`src/verilog/srh_cfg.svh`:
```
// Constants of the status reporting hierarchy
// Included by the package and the design modules
`ifndef SRH_CFG_SVH
`define SRH_CFG_SVH
`define SRH_REG_W    16
`define SRH_STB_W    8
`define SRH_OP_W     4
`define SRH_STB_ERRQ 2
`define SRH_STB_QUES 3
`define SRH_STB_MAV  4
`define SRH_STB_ESB  5
`define SRH_STB_MSS  6
`define SRH_STB_OPER 7
`define SRH_MSS_IGN  8'hBF
`define SRH_Z16      16'h0000
`define SRH_Z8       8'h00
`define SRH_Z2       2'h0
`endif

```
`src/verilog/srh_pkg.sv`:
```
// Types of the status reporting hierarchy
// Needs srh_cfg.svh on the include path
`include "srh_cfg.svh"
package srh_pkg;
    typedef enum logic [`SRH_OP_W-1:0] {
        SRH_OP_COND_Q = 4'h0,
        SRH_OP_RISE_W = 4'h1,
        SRH_OP_RISE_Q = 4'h2,
        SRH_OP_FALL_W = 4'h3,
        SRH_OP_FALL_Q = 4'h4,
        SRH_OP_EVNT_Q = 4'h5,
        SRH_OP_ENAB_W = 4'h6,
        SRH_OP_ENAB_Q = 4'h7,
        SRH_OP_STB_Q  = 4'h8,
        SRH_OP_SRE_W  = 4'h9,
        SRH_OP_SRE_Q  = 4'hA,
        SRH_OP_ESR_Q  = 4'hB,
        SRH_OP_ESE_W  = 4'hC,
        SRH_OP_ESE_Q  = 4'hD
    } srh_op_t;
    typedef enum logic {
        SRH_SEL_OPER = 1'b0,
        SRH_SEL_QUES = 1'b1
    } srh_sel_t;
endpackage

```
`src/verilog/srh_scpi_reg.sv`:
```
// One five-part status register: condition, two edge filters,
// latched events and enable, with its sum bit.
// Condition input is already in the clk_sys domain.
`timescale 1ns/100ps
`default_nettype none
`include "srh_cfg.svh"
module srh_scpi_reg
    import srh_pkg::*;
#(
    parameter int W = `SRH_REG_W
) (
    input  wire logic         clk_sys,
    input  wire logic         rst_b,
    input  wire logic [W-1:0] cond_in,
    input  wire logic         wr_rise,
    input  wire logic         wr_fall,
    input  wire logic         wr_enab,
    input  wire logic [W-1:0] wdata,
    input  wire logic         rd_event,
    output logic      [W-1:0] cond,
    output logic      [W-1:0] rise_filter_bit,
    output logic      [W-1:0] fall_filter_bit,
    output logic      [W-1:0] events,
    output logic      [W-1:0] enable,
    output logic              sum
);
    // Top bit of every part stays zero
    localparam logic [W-1:0] KEEP = {1'b0, {(W-1){1'b1}}};

    logic [W-1:0] cond_r, cond_nxt, prev_r, prev_nxt;
    logic [W-1:0] rise_r, rise_nxt, fall_r, fall_nxt;
    logic [W-1:0] event_r, event_nxt, enab_r, enab_nxt;
    logic [W-1:0] rise_hit, fall_hit;

    always_comb begin
        cond_nxt  = cond_in & KEEP;
        prev_nxt  = cond_r;
        rise_hit  = cond_r & ~prev_r & rise_r;
        fall_hit  = ~cond_r & prev_r & fall_r;
        rise_nxt  = wr_rise ? (wdata & KEEP) : rise_r;
        fall_nxt  = wr_fall ? (wdata & KEEP) : fall_r;
        enab_nxt  = wr_enab ? (wdata & KEEP) : enab_r;
        // New hits win over the clearing read
        event_nxt = (rd_event ? '0 : event_r) | rise_hit | fall_hit;
    end

    always_ff @(posedge clk_sys) begin
        if (!rst_b) begin
            cond_r  <= '0;
            prev_r  <= '0;
            rise_r  <= KEEP;
            fall_r  <= '0;
            event_r <= '0;
            enab_r  <= '0;
        end else begin
            cond_r  <= cond_nxt;
            prev_r  <= prev_nxt;
            rise_r  <= rise_nxt;
            fall_r  <= fall_nxt;
            event_r <= event_nxt;
            enab_r  <= enab_nxt;
        end
    end

    assign cond            = cond_r;
    assign rise_filter_bit = rise_r;
    assign fall_filter_bit = fall_r;
    assign events          = event_r;
    assign enable          = enab_r;
    assign sum             = |(event_r & enab_r);
endmodule
`default_nettype wire

```
`src/verilog/srh_srq_gen.sv`:
```
// Master summary and service request from the status byte bits.
// stb_in is the next status byte; mss aligns with it, srq is registered and aligns with the status byte.
`timescale 1ns/100ps
`default_nettype none
`include "srh_cfg.svh"
module srh_srq_gen
    import srh_pkg::*;
(
    input  wire logic [`SRH_STB_W-1:0] stb_in,
    input  wire logic [`SRH_STB_W-1:0] sre,
    input  wire logic                  clk_sys,
    input  wire logic                  rst_b,
    output logic                       mss,
    output logic                       srq
);
    logic [`SRH_STB_W-1:0] prev_r, prev_nxt, live;
    logic                  srq_r, srq_nxt;

    always_comb begin
        live     = stb_in & sre & `SRH_MSS_IGN;
        prev_nxt = stb_in;
        srq_nxt  = |(live & ~prev_r);
    end

    always_ff @(posedge clk_sys) begin
        if (!rst_b) begin
            prev_r <= `SRH_Z8;
            srq_r  <= 1'b0;
        end else begin
            prev_r <= prev_nxt;
            srq_r  <= srq_nxt;
        end
    end

    assign mss = |live;
    assign srq = srq_r;
endmodule
`default_nettype wire

```
`src/verilog/srh_top.sv`:
```
// Status reporting hierarchy: operation and questionable registers,
// event status register, status byte, service request enable and
// the command port through which the remote controller queries it.
// Assumes a command parser on clk_sys; only the condition inputs may be async.
`timescale 1ns/100ps
`default_nettype none
`include "srh_cfg.svh"
module srh_top
    import srh_pkg::*;
#(
    parameter int W = `SRH_REG_W
) (
    input  wire logic                  clk_sys,
    input  wire logic                  rst_b,
    input  wire logic [W-2:0]          oper_cond_in,
    input  wire logic [W-2:0]          ques_cond_in,
    input  wire logic [`SRH_STB_W-1:0] esr_event_in,
    input  wire logic                  msg_avail,
    input  wire logic                  err_queue_busy,
    input  wire logic                  cmd_valid,
    input  wire logic [`SRH_OP_W-1:0]  cmd_op,
    input  wire logic                  cmd_sel,
    input  wire logic [W-1:0]          cmd_wdata,
    input  wire logic                  poll_req,
    output logic                       rsp_valid,
    output logic                       rsp_err,
    output logic      [W-1:0]          rsp_data,
    output logic                       poll_valid,
    output logic      [`SRH_STB_W-1:0] poll_stb,
    output logic      [`SRH_STB_W-1:0] status_byte,
    output logic                       srq
);
    localparam int SW = 2 * (W - 1);

    ////////////////////////////////////////////////////////////////
    // Three-stage synchroniser; a bit moves once stages two and
    // three agree, which filters a one-cycle glitch.
    logic [SW-1:0] s1_r, s2_r, s3_r, acc_r;
    logic [SW-1:0] s1_nxt, s2_nxt, s3_nxt, acc_nxt;

    always_comb begin
        s1_nxt  = {ques_cond_in, oper_cond_in};
        s2_nxt  = s1_r;
        s3_nxt  = s2_r;
        acc_nxt = (~(s2_r ^ s3_r) & s3_r) | ((s2_r ^ s3_r) & acc_r);
    end

    always_ff @(posedge clk_sys) begin
        if (!rst_b) begin
            s1_r  <= '0;
            s2_r  <= '0;
            s3_r  <= '0;
            acc_r <= '0;
        end else begin
            s1_r  <= s1_nxt;
            s2_r  <= s2_nxt;
            s3_r  <= s3_nxt;
            acc_r <= acc_nxt;
        end
    end

    ////////////////////////////////////////////////////////////////
    // Operation and questionable registers
    logic [1:0][W-1:0] cond_v, rise_v, fall_v, evnt_v, enab_v, cin_v;
    logic [1:0]        sum_v, wr_rise, wr_fall, wr_enab, rd_evnt;

    // Operation bit 0 is the calibration status input
    assign cin_v[SRH_SEL_OPER] = {1'b0, acc_r[W-2:0]};
    assign cin_v[SRH_SEL_QUES] = {1'b0, acc_r[SW-1:W-1]};

    for (genvar g = 0; g < 2; g++) begin : g_reg
        srh_scpi_reg #(.W(W)) u_reg (
            .clk_sys         (clk_sys),
            .rst_b           (rst_b),
            .cond_in         (cin_v[g]),
            .wr_rise         (wr_rise[g]),
            .wr_fall         (wr_fall[g]),
            .wr_enab         (wr_enab[g]),
            .wdata           (cmd_wdata),
            .rd_event        (rd_evnt[g]),
            .cond            (cond_v[g]),
            .rise_filter_bit (rise_v[g]),
            .fall_filter_bit (fall_v[g]),
            .events          (evnt_v[g]),
            .enable          (enab_v[g]),
            .sum             (sum_v[g])
        );
    end

    ////////////////////////////////////////////////////////////////
    // Event status register: events latch, a query clears
    logic [`SRH_STB_W-1:0] esr_r, esr_nxt, ese_r, ese_nxt;
    logic [`SRH_STB_W-1:0] sre_r, sre_nxt;
    logic                  rd_esr, esb;

    assign esb = |(esr_r & ese_r);

    ////////////////////////////////////////////////////////////////
    // Status byte and service request
    logic [`SRH_STB_W-1:0] stb_r, stb_nxt, stb_raw;
    logic                  mss;

    always_comb begin
        stb_raw                = `SRH_Z8;
        stb_raw[`SRH_STB_ERRQ] = err_queue_busy;
        stb_raw[`SRH_STB_QUES] = sum_v[SRH_SEL_QUES];
        stb_raw[`SRH_STB_MAV]  = msg_avail;
        stb_raw[`SRH_STB_ESB]  = esb;
        stb_raw[`SRH_STB_OPER] = sum_v[SRH_SEL_OPER];
        stb_nxt                = stb_raw;
        stb_nxt[`SRH_STB_MSS]  = mss;
    end

    srh_srq_gen u_srq (
        .stb_in  (stb_raw),
        .sre     (sre_r),
        .clk_sys (clk_sys),
        .rst_b   (rst_b),
        .mss     (mss),
        .srq     (srq)
    );

    ////////////////////////////////////////////////////////////////
    // Command decode; set commands give no answer, queries answer
    // one cycle later, unknown codes answer with rsp_err.
    srh_op_t         op;
    logic            rsp_valid_r, rsp_valid_nxt, rsp_err_r, rsp_err_nxt;
    logic [W-1:0]    rsp_data_r, rsp_data_nxt;
    logic            poll_valid_r, poll_valid_nxt;
    logic [`SRH_STB_W-1:0] poll_stb_r, poll_stb_nxt;

    assign op = srh_op_t'(cmd_op);

    always_comb begin
        wr_rise        = `SRH_Z2;
        wr_fall        = `SRH_Z2;
        wr_enab        = `SRH_Z2;
        rd_evnt        = `SRH_Z2;
        rd_esr         = 1'b0;
        sre_nxt        = sre_r;
        ese_nxt        = ese_r;
        rsp_valid_nxt  = 1'b0;
        rsp_err_nxt    = 1'b0;
        rsp_data_nxt   = rsp_data_r;
        poll_valid_nxt = poll_req;
        poll_stb_nxt   = poll_req ? stb_r : poll_stb_r;
        if (cmd_valid) begin
            unique case (op)
                SRH_OP_COND_Q: begin
                    rsp_valid_nxt = 1'b1;
                    rsp_data_nxt  = cond_v[cmd_sel];
                end
                SRH_OP_RISE_W: begin
                    wr_rise[cmd_sel] = 1'b1;
                end
                SRH_OP_RISE_Q: begin
                    rsp_valid_nxt = 1'b1;
                    rsp_data_nxt  = rise_v[cmd_sel];
                end
                SRH_OP_FALL_W: begin
                    wr_fall[cmd_sel] = 1'b1;
                end
                SRH_OP_FALL_Q: begin
                    rsp_valid_nxt = 1'b1;
                    rsp_data_nxt  = fall_v[cmd_sel];
                end
                SRH_OP_EVNT_Q: begin
                    rsp_valid_nxt    = 1'b1;
                    rsp_data_nxt     = evnt_v[cmd_sel];
                    rd_evnt[cmd_sel] = 1'b1;
                end
                SRH_OP_ENAB_W: begin
                    wr_enab[cmd_sel] = 1'b1;
                end
                SRH_OP_ENAB_Q: begin
                    rsp_valid_nxt = 1'b1;
                    rsp_data_nxt  = enab_v[cmd_sel];
                end
                SRH_OP_STB_Q: begin
                    rsp_valid_nxt = 1'b1;
                    rsp_data_nxt  = {`SRH_Z8, stb_r};
                end
                SRH_OP_SRE_W: begin
                    sre_nxt = cmd_wdata[`SRH_STB_W-1:0];
                end
                SRH_OP_SRE_Q: begin
                    rsp_valid_nxt = 1'b1;
                    rsp_data_nxt  = {`SRH_Z8, sre_r};
                end
                SRH_OP_ESR_Q: begin
                    rsp_valid_nxt = 1'b1;
                    rsp_data_nxt  = {`SRH_Z8, esr_r};
                    rd_esr        = 1'b1;
                end
                SRH_OP_ESE_W: begin
                    ese_nxt = cmd_wdata[`SRH_STB_W-1:0];
                end
                SRH_OP_ESE_Q: begin
                    rsp_valid_nxt = 1'b1;
                    rsp_data_nxt  = {`SRH_Z8, ese_r};
                end
                default: begin
                    rsp_valid_nxt = 1'b1;
                    rsp_err_nxt   = 1'b1;
                    rsp_data_nxt  = `SRH_Z16;
                end
            endcase
        end
        // Arriving events win over the clearing query
        esr_nxt = (rd_esr ? `SRH_Z8 : esr_r) | esr_event_in;
    end

    always_ff @(posedge clk_sys) begin
        if (!rst_b) begin
            esr_r        <= `SRH_Z8;
            ese_r        <= `SRH_Z8;
            sre_r        <= `SRH_Z8;
            stb_r        <= `SRH_Z8;
            rsp_valid_r  <= 1'b0;
            rsp_err_r    <= 1'b0;
            rsp_data_r   <= `SRH_Z16;
            poll_valid_r <= 1'b0;
            poll_stb_r   <= `SRH_Z8;
        end else begin
            esr_r        <= esr_nxt;
            ese_r        <= ese_nxt;
            sre_r        <= sre_nxt;
            stb_r        <= stb_nxt;
            rsp_valid_r  <= rsp_valid_nxt;
            rsp_err_r    <= rsp_err_nxt;
            rsp_data_r   <= rsp_data_nxt;
            poll_valid_r <= poll_valid_nxt;
            poll_stb_r   <= poll_stb_nxt;
        end
    end

    assign rsp_valid   = rsp_valid_r;
    assign rsp_err     = rsp_err_r;
    assign rsp_data    = rsp_data_r;
    assign poll_valid  = poll_valid_r;
    assign poll_stb    = poll_stb_r;
    assign status_byte = stb_r;
endmodule
`default_nettype wire

```
`config.mk`:
```
export PLATFORM = sky130hd
export DESIGN_NAME = srh_top
export DESIGN_NICKNAME = d
export VERILOG_FILES = /design/src/verilog/srh_pkg.sv /design/src/verilog/srh_scpi_reg.sv /design/src/verilog/srh_srq_gen.sv /design/src/verilog/srh_top.sv
export VERILOG_INCLUDE_DIRS = /design/src /design/src/verilog
export SDC_FILE = /design/constraint.sdc
export NUM_CORES = 1
export LEC_CHECK = 0
export BUFFER_PORTS_ARGS = -buffer_cell sky130_fd_sc_hd__buf_2
export CELL_PAD_IN_SITES_DETAIL_PLACEMENT = 1
export CELL_PAD_IN_SITES_GLOBAL_PLACEMENT = 2
export CORE_MARGIN = 8
export CORE_UTILIZATION = 40
export DETAILED_ROUTE_END_ITERATION = 8
export PLACE_DENSITY = 0.86
export SLEW_MARGIN = 5
export SYNTH_ARGS = -nofsm -noshare
export SYNTH_HDL_FRONTEND = slang
export SYNTH_SLANG_ARGS = --single-unit
```
`constraint.sdc`:
```
create_clock -name clk_sys -period 3.27 [get_ports clk_sys]
set_input_delay 0.654 -clock clk_sys [delete_from_list [all_inputs] [get_ports clk_sys]]
set_output_delay 0.654 -clock clk_sys [all_outputs]
set_load 0.01 [all_outputs]
```
# --- Yosys cells after proc, flatten, opt, wreduce, memory -nomap -nowiden ---
# Cells that the tools add are included.
op_classes:
  n_eq_ne: 13
  div_mod_pow: 0
  bitwise_logic: 29
  addsub: 0
  n_mux: 28
  magnitude_cmp: 2
  shift: 0
  multipliers: 0
  n_reduce_logical: 13
op_table:
  columns: ["cell", "count"]
  rows:
  - ["$pmux 16 s10", 1]
  - ["$mux 16", 9]
  - ["$and 16x15->16", 6]
  - ["$and 16x16->16", 4]
  - ["$not 16->16", 4]
  - ["$or 16x16->16", 4]
  - ["$and 30x30->30", 2]
  - ["$mux 15", 3]
  - ["$reduce_or 16->1", 2]
  - ["$not 30->30", 1]
  - ["$or 30x30->30", 1]
  - ["$xor 30x30->30", 1]
  - ["$and 8x8->8", 3]
  - ["$eq 4x4->1 const B", 6]
  - ["$eq 4x3->1 const B", 4]
  - ["$mux 2", 8]
  - ["$reduce_or 8->1", 2]
  - ["$reduce_or 14->1", 1]
  - ["$eq 4x2->1 const B", 2]
  - ["$mux 8", 1]
  - ["$not 8->8", 1]
  - ["$or 8x8->8", 1]
  - ["$reduce_and 2->1", 4]
  - ["$reduce_or 7->1", 1]
  - ["9 further kinds", 13]
totals:
  latch_bits: 0
  mem_count: 0
  ram_bits: 0
  out_inout_bits: 36
  regBits: 374
  wordCells: 116
  mem_bits_ro: 0

# --- Longest topological paths before layout ---
# Gate-level depths: netlist of run 1.
logic_depth:
  depth_word: 9
  ltp_mapped: 8

# --- Cells and area by module ---
# Synthesis of run 1 repeated with hierarchy kept, for this count alone.
unflattened:
  hier_cells: 1393
  hier_area_um2: 14119.8
modules_own_cells:
  columns: ["module", "area_each_um2", "instances", "cells_each"]
  rows:
  - ["srh_top", 7105.6, 1, 730]
  - ["srh_scpi_reg", 3359.5, 2, 317]
  - ["srh_srq_gen", 295.3, 1, 29]

# --- Worst setup path after synthesis of run 1 ---
# No wires, ideal clock.
synth_timing:
  path_kind: "input port to flip-flop"
  from: "input cmd_sel"
  to: "register rsp_data_r[3], in the netlist rsp_data[3]"
  arrival_ns: 1.863
  setup_ns: 0.114
  path_stages: 6
  setup_slack_ns: 1.293
  path_cell_list: "clkbuf_1 buf_2 mux2_2 a222oi_1 a31oi_1 a21o_1"
synth_between:
  elab_chain_len: 3
  word_cells_on_any_way: 11
synth_rtl:
  columns: ["item", "line_no", "rtl"]
  rows:
  - ["start: declaration", "srh_top.sv:22", "input wire logic cmd_sel,"]
  - ["$mux 15 (not written as such) (tied with other cells)", "srh_top.sv:177", "rsp_data_nxt = enab_v[cmd_sel];"]
  - ["$mux 16, on equally long branches", null, null]
  - ["$pmux 16 s10 (*)", "srh_top.sv:148", "unique case (op)"]
  - ["end signal: assignment", "srh_top.sv:221", "rsp_data_r <= `SRH_Z16;"]
  - ["end signal: assignment", "srh_top.sv:231", "rsp_data_r <= rsp_data_nxt;"]
  - ["end: declaration", "srh_top.sv:128", "logic [W-1:0] rsp_data_r, rsp_data_nxt;"]
# Every way passes the cells marked *; elsewhere a longest branch is shown, timed or not. The select of a mux whose other input is x is not followed.
# A chain may end at the register's enable or synchronous reset.

# --- Final worst setup path of run 1 ---
layout_timing:
  from: "input cmd_op[0]"
  to: "register rsp_data_r[5], in the netlist rsp_data[5]"
layout_between:
  elab_chain_len: 4
  word_cells_on_any_way: 18
layout_rtl:
  columns: ["item", "line_no", "rtl"]
  rows:
  - ["start: declaration", "srh_top.sv:21", "input wire logic [`SRH_OP_W-1:0] cmd_op,"]
  - ["branches (longest 4 deep; another with $pmux 16 s10)", null, null]
# Parallel ways; which one is timed is not known.

==> tab_implementation.tex, run 1 <==
\begin{tabular}{lr}
\hline
Metric & Value \\
\hline
\multicolumn{2}{l}{\textbf{Run status}} \\
\quad Outcome & complete, no violations \\
\multicolumn{2}{l}{\textbf{Routing}} \\
\quad Wire per inst & 19.92 microns \\
\quad Routed via count & 10360 \\
\quad Drt first-iter violations & 667 \\
\quad Post-detailed-route via-to-cell ratio & 5.278 \\
\quad First drt pass iteration count & 5 \\
\quad DRC violations left & 0 \\
\quad Antenna Nets Post-Route & 0 \\
\quad Final wirelength & 39.10 mm \\
\multicolumn{2}{l}{\textbf{Timing}} \\
\quad Total count of hold-check failures in the final report & 0 \\
\quad Number of max-slew violations in the final report & 0 \\
\quad Relative slew margins & 38.51\% \\
\quad Number of setup violations in the final report & 0 \\
\quad Final sum of negative setup slack & 0 ns \\
\quad Post-route minimum period & 2.076 ns \\
\quad Worst-margin pin slew & 0.9223 ns \\
\quad Slack of the critical path & 1.194 ns \\
\quad Final Skew & 0.01897 ns \\
\quad Final worst path period share & 63.47\% \\
\quad Max Fclk & 481.8 MHz \\
\quad RSZ-0062 raised after global routing & false \\
\multicolumn{2}{l}{\textbf{Pwr}} \\
\quad Worst supply voltage drop on vdd & 420.2 uV \\
\quad Proportion of total power due to net switching & 22.10\% \\
\quad Static leakage & 6.368 nW \\
\quad Psw & 2.089 mW \\
\quad Sequential cell fraction of total power & 47.1\% \\
\quad Power share of the combinational group & 4.3\% \\
\quad Clock network fraction of total power & 48.6\% \\
\quad Power density over the cells & 611.0 nW/um\^{}2 \\
\quad Int Power & 7.366 mW \\
\multicolumn{2}{l}{\textbf{Synthesis}} \\
\quad Post-synthesis share of cell area spent on and, or, nand and nor gates & 22.00\% \\
\quad Leading cell types by count after synthesis & sky130\_fd\_sc\_hd\_\_dfxtp\_1, sky130\_fd\_sc\_hd\_\_nand2\_1, sky130\_fd\_sc\_hd\_\_and2\_1 \\
\quad Netlist area before placement & 13330 sq um \\
\quad Number of register bits inferred by synthesis & 355 \\
\quad Multiplexer share of the synthesized area & 8.319\% \\
\quad Complex-gate fraction of the synthesized area & 12.51\% \\
\quad Post-synth EDFFs & 0 \\
\quad Ranking of synthesized cells by area & sky130\_fd\_sc\_hd\_\_dfxtp\_1, sky130\_fd\_sc\_hd\_\_mux2i\_1, sky130\_fd\_sc\_hd\_\_and2\_1 \\
\quad Cells after Synth & 1418 \\
\quad Main combinational cell family by area after synthesis & simple AND/OR/NAND/NOR gates \\
\quad Yosys warning count & 0 \\
\quad Area share of the largest cell type after synthesis & 53.33\% \\
\quad Xor and xnor fraction of the mapped netlist area & 0\% \\
\quad Syn Area/Cell & 9.397 sq um \\
\quad Primary FF master, synth & sky130\_fd\_sc\_hd\_\_dfxtp\_1 \\
\quad Distinct cell type count of the synthesized netlist & 59 \\
\quad Post-synthesis adder-cell area fraction & 0\% \\
\quad Library cell with the largest summed area after synthesis & sky130\_fd\_sc\_hd\_\_dfxtp\_1 \\
\quad Asr flop ratio synth & 0\% \\
\quad Share of the yosys chip area belonging to registers & 53.33\% \\
\quad Dominant cell by count in the synthesized netlist & sky130\_fd\_sc\_hd\_\_dfxtp\_1 \\
\multicolumn{2}{l}{\textbf{Die}} \\
\quad Initial standard-cell utilization of the core & 40.14\% \\
\quad Total Die Area & 39410 sq um \\
\quad Chip width & 198.5 microns \\
\quad Vertical die dimension & 198.5 microns \\
\quad Num ports & 101 \\
\quad Core area & 33200 sq um \\
\quad Cell row count & 67 \\
\multicolumn{2}{l}{\textbf{Clock tree}} \\
\quad H-tree depth & 2 \\
\quad Worst-Skew Late Latency & 0.53 ns \\
\quad Clock root buffer & sky130\_fd\_sc\_hd\_\_clkbuf\_16 \\
\quad Total number of clock tree sinks & 355 \\
\quad Buffers from clock root to sink, at most & 3 \\
\quad CTS Hold Buffers Added & 0 \\
\quad Resize count post-CTS & 0 \\
\quad Post-CTS setup buffer count & 0 \\
\quad Total CTS buffers & 39 \\
\quad TritonCTS clock tree & done \\
\quad Clock transition at the registers of the reported paths & 0.06 ns \\
\multicolumn{2}{l}{\textbf{Final layout}} \\
\quad Final net count & 1554 \\
\quad Cell area after layout & 15480 sq um \\
\quad Inserted Diodes & 0 \\
\quad Area growth syn-to-layout & 16.14\% \\
\quad Core Util, Final & 46.62\% \\
\quad Proportion of layout cells with a drive suffix above 1 & 13.80\% \\
\quad Number of inserted filler cells in the final layout & 3824 \\
\quad Final std cells w/o fill & 1963 \\
\multicolumn{2}{l}{\textbf{Worst setup path}} \\
\quad Endpoint required time on the critical path & 3.74 ns \\
\quad Crit path capture type & register \\
\quad Maximum fanout encountered on the critical timing path & 19 \\
\quad Setup CP Type & input port to register \\
\quad CP Launch Type & input port \\
\quad Critical path data arrival time & 2.54 ns \\
\multicolumn{2}{l}{\textbf{Global routing}} \\
\quad Total global routing track utilization & 19.56\% \\
\quad Via count of the first global-routing pass & 10630 \\
\quad Total congestion overflow after global routing & 0 \\
\quad Maximum number of pins on one net before global-route repair & 194 \\
\quad First-pass GRT wire length & 60.49 mm \\
\quad Initial antenna violation count & 0 \\
\multicolumn{2}{l}{\textbf{Placed design}} \\
\quad Number of placed cells counting well taps & 1896 \\
\quad Post-DP HPWL & 25.73 mm \\
\quad Post-placement setup slack & 0.6361 ns \\
\quad Placed instance area & 14120 sq um \\
\quad Final GP Congestion & 0.8303 \\
\quad \# port buffers & 94 \\
\multicolumn{2}{l}{\textbf{Min path}} \\
\quad Hold Crit Class & input port to register \\
\multicolumn{2}{l}{\textbf{Flow run}} \\
\quad Max-cap check violation count & 0 \\
\hline
\end{tabular}
[cells by family (layout without fill, tap and decap cells)]
group	Yosys count	count (layout)
other cells	1	5
mux	110	110
simple gates	575	575
flops	355	355
buf+inv	99	192
compound gates	278	278
[state kept, by name (all words and copies together), names as in the netlist, 6 cells and up, named ones only]
register,cells
g.u_reg.events,30
g.u_reg.prev_r,30
sre_r,8
g.u_reg.rise_filter_bit,30
s2_r,30
s3_r,30
rsp_data,15
status_byte,6
g.u_reg.cond,30
ese_r,8
g.u_reg.enable,30
poll_stb,6
g.u_reg.fall_filter_bit,30
esr_r,8
s1_r,30
[cell usage in the layout, fill, tap and decap left out, types with 3 or more instances in the layout]
cell / instances
sky130_fd_sc_hd__a221oi_1: 8
sky130_fd_sc_hd__bufinv_16: 5
sky130_fd_sc_hd__o22ai_1: 19
sky130_fd_sc_hd__clkbuf_16: 39
sky130_fd_sc_hd__clkbuf_1: 4
sky130_fd_sc_hd__nor2b_1: 4
sky130_fd_sc_hd__a21o_1: 6
sky130_fd_sc_hd__a221o_1: 3
sky130_fd_sc_hd__nor2_1: 109
sky130_fd_sc_hd__buf_2: 92
sky130_fd_sc_hd__a22oi_1: 30
sky130_fd_sc_hd__buf_4: 29
sky130_fd_sc_hd__nand4_1: 5
sky130_fd_sc_hd__o22ai_2: 3
sky130_fd_sc_hd__and2_1: 155
sky130_fd_sc_hd__a31oi_1: 9
sky130_fd_sc_hd__clkbuf_8: 10
sky130_fd_sc_hd__o21ai_0: 66
sky130_fd_sc_hd__a222oi_1: 8
sky130_fd_sc_hd__nand3b_1: 31
sky130_fd_sc_hd__mux2_2: 6
sky130_fd_sc_hd__nor3b_1: 3
sky130_fd_sc_hd__nand2b_1: 5
sky130_fd_sc_hd__nand3_1: 35
sky130_fd_sc_hd__and4b_1: 3
sky130_fd_sc_hd__dfxtp_1: 355
sky130_fd_sc_hd__conb_1: 5
sky130_fd_sc_hd__o21ai_1: 4
sky130_fd_sc_hd__clkinv_2: 4
sky130_fd_sc_hd__a21oi_1: 112
sky130_fd_sc_hd__nor3_1: 7
sky130_fd_sc_hd__mux2i_1: 104
sky130_fd_sc_hd__nand2_1: 196
[power by group through the flow]
stage | registers, mW | logic, mW | clock network [mW]
2_1_floorplan | 4.54 | 0.259 | 0
3_3_place_gp | 4.54 | 0.400 | 0
3_5_place_dp | 4.55 | 0.409 | 0
4_1_cts | 4.45 | 0.410 | 4.71
5_1_grt | 4.46 | 0.442 | 4.89
6_report | 4.45 | 0.406 | 4.60
[cell type report]
type	count	area, sq um	area share, %
timing repair buffer	123	718.2	4.641
multi-input combinational	968	5725	37.00
clock buffer	53	1129	7.292
tap	448	560.5	3.622
sequential	355	7107	45.92
inverter	2	10.01	0.06468
clock inverter	14	226.5	1.463
[worst paths after layout]
| path | depth (start not counted) | to | slack, ns | start |
|---|---|---|---|---|
| worst max-delay path | 6 | rsp_data[5] | 1.19 | cmd_op[0] |
| worst min-delay path | 2 | s1_r[20] | 0.33 | ques_cond_in[5] |
| worst max register to register | 5 | u_srq.srq | 1.46 | g_reg[1].u_reg.events[10] |
| worst min register to register | 1 | s2_r[7] | 0.43 | s1_r[7] |
[metrics by stage]
stage,total power [mW],hold slack [ns]
6_report,9.455,0.3283
3_3_place_gp,4.944,0.4201
2_1_floorplan,4.795,0.4119
5_1_grt,9.791,0.3152
3_5_place_dp,4.957,0.4198
4_1_cts,9.571,0.3046
[metal layers]
metal / global-route usage (%) / up-vias / part of all wire [%]
li1: - / 4985 / -
met1: 24.83 / 5054 / 45
met2: 33.07 / 235 / 47
met3: 2.893 / 87 / 4.1
met4: 7.851 / 0 / 3.7
met5: 0 / - / 0
[worst max-delay path, stage by stage]
cell,delay [ns]
sky130_fd_sc_hd__buf_2,0.22
sky130_fd_sc_hd__or4b_1,0.91
sky130_fd_sc_hd__o22ai_1,0.31
sky130_fd_sc_hd__nor2_1,0.13
sky130_fd_sc_hd__a31oi_1,0.19
sky130_fd_sc_hd__a21o_1,0.10
(Power assumes the default switching activity.)
==> run 2, diff against run 1 <==
--- a/config.mk
+++ b/config.mk
@@ -10,9 +10,9 @@
 export CELL_PAD_IN_SITES_DETAIL_PLACEMENT = 1
 export CELL_PAD_IN_SITES_GLOBAL_PLACEMENT = 2
 export CORE_MARGIN = 8
-export CORE_UTILIZATION = 40
+export CORE_UTILIZATION = 38
 export DETAILED_ROUTE_END_ITERATION = 8
-export PLACE_DENSITY = 0.86
+export PLACE_DENSITY = 0.82
 export SLEW_MARGIN = 5
 export SYNTH_ARGS = -nofsm -noshare
 export SYNTH_HDL_FRONTEND = slang
==> constraint.sdc (replaced) <==
create_clock -name clk_sys -period 1.95 [get_ports clk_sys]
set_input_delay 0.39 -clock clk_sys [delete_from_list [all_inputs] [get_ports clk_sys]]
set_output_delay 0.39 -clock clk_sys [all_outputs]
set_load 0.01 [all_outputs]
==> tab_implementation.tex, run 2 (same netlist as run 1, synthesis figures left out) <==
\begin{tabular}{lr}
\hline
Metric & Value \\
\hline
\multicolumn{2}{l}{\textbf{Pwr}} \\
\quad Worst supply voltage drop on vdd & 554.9 uV (was 420.2 uV) \\
\quad Sequential cell fraction of total power & 47.6\% (was 47.1\%) \\
\quad Power share of the combinational group & 4.7\% (was 4.3\%) \\
\quad Power density over the cells & 990.7 nW/um\^{}2 (was 611.0 nW/um\^{}2) \\
\quad Clock network fraction of total power & 47.7\% (was 48.6\%) \\
\quad Psw & 3.522 mW (was 2.089 mW) \\
\quad Static leakage & 6.559 nW (was 6.368 nW) \\
\quad Int Power & 12.18 mW (was 7.366 mW) \\
\quad Proportion of total power due to net switching & 22.43\% (was 22.10\%) \\
\quad Total design power & 15.70 mW (was 9.455 mW) \\
\multicolumn{2}{l}{\textbf{Final layout}} \\
\quad Leading cell type in the layout, fill and taps excluded & sky130\_fd\_sc\_hd\_\_dfxtp\_1 (unchanged) \\
\quad Area growth syn-to-layout & 18.94\% (was 16.14\%) \\
\quad Proportion of layout cells with a drive suffix above 1 & 15.59\% (was 13.80\%) \\
\quad Inserted Diodes & 0 (unchanged) \\
\quad Commonest cells after routing, fill and taps aside & sky130\_fd\_sc\_hd\_\_dfxtp\_1, sky130\_fd\_sc\_hd\_\_nand2\_1, sky130\_fd\_sc\_hd\_\_and2\_1 (unchanged) \\
\quad Final net count & 1588 (was 1554) \\
\multicolumn{2}{l}{\textbf{Worst setup path}} \\
\quad Startpoint of the lowest-slack register-to-register path & g\_reg[1].u\_reg.events[10] (unchanged) \\
\quad Setup CP Type & register to register (was input port to register) \\
\quad Crit path capture type & register (unchanged) \\
\quad Cells on worst reg2reg path & 5 (unchanged) \\
\quad Reg-to-Reg End & u\_srq.srq (unchanged) \\
\quad Endpoint required time on the critical path & 2.36 ns (was 3.74 ns) \\
\quad CP Launch Type & register (was input port) \\
\quad Critical path data arrival time & 2.23 ns (was 2.54 ns) \\
\quad Maximum fanout encountered on the critical timing path & 3 (was 19) \\
\quad Reg-to-reg setup timing slack & 0.12 ns (was 1.46 ns) \\
\multicolumn{2}{l}{\textbf{Global routing}} \\
\quad Total congestion overflow after global routing & 0 (unchanged) \\
\quad Via count of the first global-routing pass & 10840 (was 10630) \\
\quad Met1 Resource Use GR & 23.62\% (was 24.83\%) \\
\quad Total global routing track utilization & 18.52\% (was 19.56\%) \\
\quad First-pass GRT wire length & 61.28 mm (was 60.49 mm) \\
\quad Maximum number of pins on one net before global-route repair & 121 (was 194) \\
\quad Most used routing layer in global routing & met2 (unchanged) \\
\quad Grt met2 use & 30.72\% (was 33.07\%) \\
\quad Global Route met3 Usage & 3.348\% (was 2.893\%) \\
\quad Initial antenna violation count & 1 (was 0) \\
\multicolumn{2}{l}{\textbf{Die}} \\
\quad Core area & 34540 sq um (was 33200 sq um) \\
\quad Chip width & 203.3 microns (was 198.5 microns) \\
\quad Num ports & 101 (unchanged) \\
\quad Cell row count & 68 (was 67) \\
\quad Vertical die dimension & 203.3 microns (was 198.5 microns) \\
\quad Total Die Area & 41310 sq um (was 39410 sq um) \\
\quad Initial standard-cell utilization of the core & 38.58\% (was 40.14\%) \\
\multicolumn{2}{l}{\textbf{Timing}} \\
\quad Final sum of negative setup slack & 0 ns (unchanged) \\
\quad Final worst path period share & 93.61\% \\
\quad Final Skew & 0.006314 ns (was 0.01897 ns) \\
\quad RSZ-0062 raised after global routing & false (unchanged) \\
\quad Max Fclk & 547.8 MHz \\
\quad Total count of hold-check failures in the final report & 0 (unchanged) \\
\quad Number of setup violations in the final report & 0 (unchanged) \\
\quad Number of max-slew violations in the final report & 0 (unchanged) \\
\quad Relative slew margins & 45.50\% (was 38.51\%) \\
\quad Post-route minimum period & 1.825 ns \\
\quad Worst-margin pin slew & 0.8113 ns (was 0.9223 ns) \\
\multicolumn{2}{l}{\textbf{Clock tree}} \\
\quad CTS Hold Buffers Added & 0 (unchanged) \\
\quad Buffers from clock root to sink, at most & 3 (unchanged) \\
\quad Clock transition at the registers of the reported paths & 0.06 ns (about the same) \\
\quad Worst-Skew Late Latency & 0.54 ns (was 0.53 ns) \\
\quad TritonCTS clock tree & done (unchanged) \\
\quad Total CTS buffers & 40 (was 39) \\
\quad Clock root buffer & sky130\_fd\_sc\_hd\_\_clkbuf\_16 (unchanged) \\
\quad H-tree depth & 2 (unchanged) \\
\quad Post-CTS setup buffer count & 0 (unchanged) \\
\quad Total number of clock tree sinks & 355 (unchanged) \\
\quad Resize count post-CTS & 0 (unchanged) \\
\multicolumn{2}{l}{\textbf{Routing}} \\
\quad Antenna Nets Post-Route & 0 (unchanged) \\
\quad Routed via count & 10470 (was 10360) \\
\quad Final wirelength & 38.96 mm (was 39.10 mm) \\
\quad Drt first-iter violations & 553 (was 667) \\
\quad Wire per inst & 19.41 microns (was 19.92 microns) \\
\quad DRC violations left & 0 (unchanged) \\
\quad First drt pass iteration count & 5 (unchanged) \\
\quad Post-detailed-route via-to-cell ratio & 5.215 (was 5.278) \\
\multicolumn{2}{l}{\textbf{Min path}} \\
\quad Hold Crit Class & input port to register (unchanged) \\
\quad Endpoint of the worst hold-timing path & s1\_r[27] (was s1\_r[20]) \\
\quad Hold path startpoint & ques\_cond\_in[12] (was ques\_cond\_in[5]) \\
\quad Hold Path Stages & 2 (unchanged) \\
\multicolumn{2}{l}{\textbf{Run status}} \\
\quad Outcome & complete, no violations (unchanged) \\
\multicolumn{2}{l}{\textbf{Placed design}} \\
\quad \# port buffers & 94 (unchanged) \\
\quad Final GP Congestion & 0.8345 (was 0.8303) \\
\quad Post-DP HPWL & 26.88 mm (was 25.73 mm) \\
\multicolumn{2}{l}{\textbf{Flow run}} \\
\quad Max-cap check violation count & 0 (unchanged) \\
\hline
\end{tabular}
run 2: cell types whose count changed in the layout (fill, tap and decap cells not counted), sizes merged:
cell,delta
clkbuf,+5
clkinv,+1
bufinv,-3
inv,+1
buf,+33
run 2: worst max-delay path, cell delays in order, from the launching register on:
cell and delay, ns:
sky130_fd_sc_hd__dfxtp_1 0.35, sky130_fd_sc_hd__a222oi_1 0.41, sky130_fd_sc_hd__nand3_1 0.18, sky130_fd_sc_hd__o31ai_1 0.44, sky130_fd_sc_hd__o221a_2 0.29, sky130_fd_sc_hd__nor2_1 0.04
run 2: how the worst max path moves through the flow:
| stage | slack (ns) | start | depth (start not counted) | end |
|---|---|---|---|---|
| floorplan | 0.24 | cmd_sel | 6 | rsp_data[3] |
| global route | 0.04 | g_reg[1].u_reg.events[10] | 5 | u_srq.srq |
| global placement | -0.03 | cmd_op[1] | 7 | rsp_data[1] |
| finish | 0.12 | g_reg[1].u_reg.events[10] | 5 | u_srq.srq |
| detailed placement | -0.05 | cmd_op[1] | 7 | rsp_data[1] |
| CTS | 0.12 | g_reg[1].u_reg.events[10] | 5 | u_srq.srq |
run 2: layer usage:
layer  up-vias  wire length (microns)  share of wire (%)
met5         -                      0                  0
met2       207                  18180                 47
met4         0                   1366                3.5
met1      5102                  17520                 45
met3        78                   1889                4.8
li1       5079                      -                  -
run 2: cell type report:
class / instances / area [sq um]
Clock buffer: 58 / 1180
Clock inverter: 13 / 153.9
Fill cell: 3917 / 18690
Inverter: 2 / 10.01
Multi-Input combinational cell: 968 / 5725
Sequential cell: 355 / 7107
Tap cell: 455 / 569.3
Timing Repair Buffer: 156 / 1104
run 2: power by group through the flow:
stage	clock network, mW	logic, mW	registers (mW)
after floorplan	0	0.434	7.61
after global placement	0	0.732	7.62
after detailed placement	0	0.744	7.63
after CTS	7.70	0.747	7.47
after global routing	8.01	0.803	7.48
final	7.50	0.736	7.47
run 2: per-stage QoR:
| stage | cell area [sq um] | hold slack, ns | utilization, % | setup WS, ns | instances |
|---|---|---|---|---|---|
| 2_1_floorplan | 13340 | 0.4119 | - | 0.2372 | 1422 |
| 3_5_place_dp | 14520 | 0.4199 | 42.02 | -0.05431 | 1936 |
| 5_1_grt | 15850 | 0.04045 | 45.88 | 0.04195 | 2007 |
| 6_report | 15850 | 0.05706 | 45.88 | 0.1246 | 2007 |
| 4_1_cts | 15850 | 0.03286 | 45.88 | 0.1160 | 2007 |
| 3_3_place_gp | 14520 | 0.4200 | 42.02 | -0.03128 | 1936 |
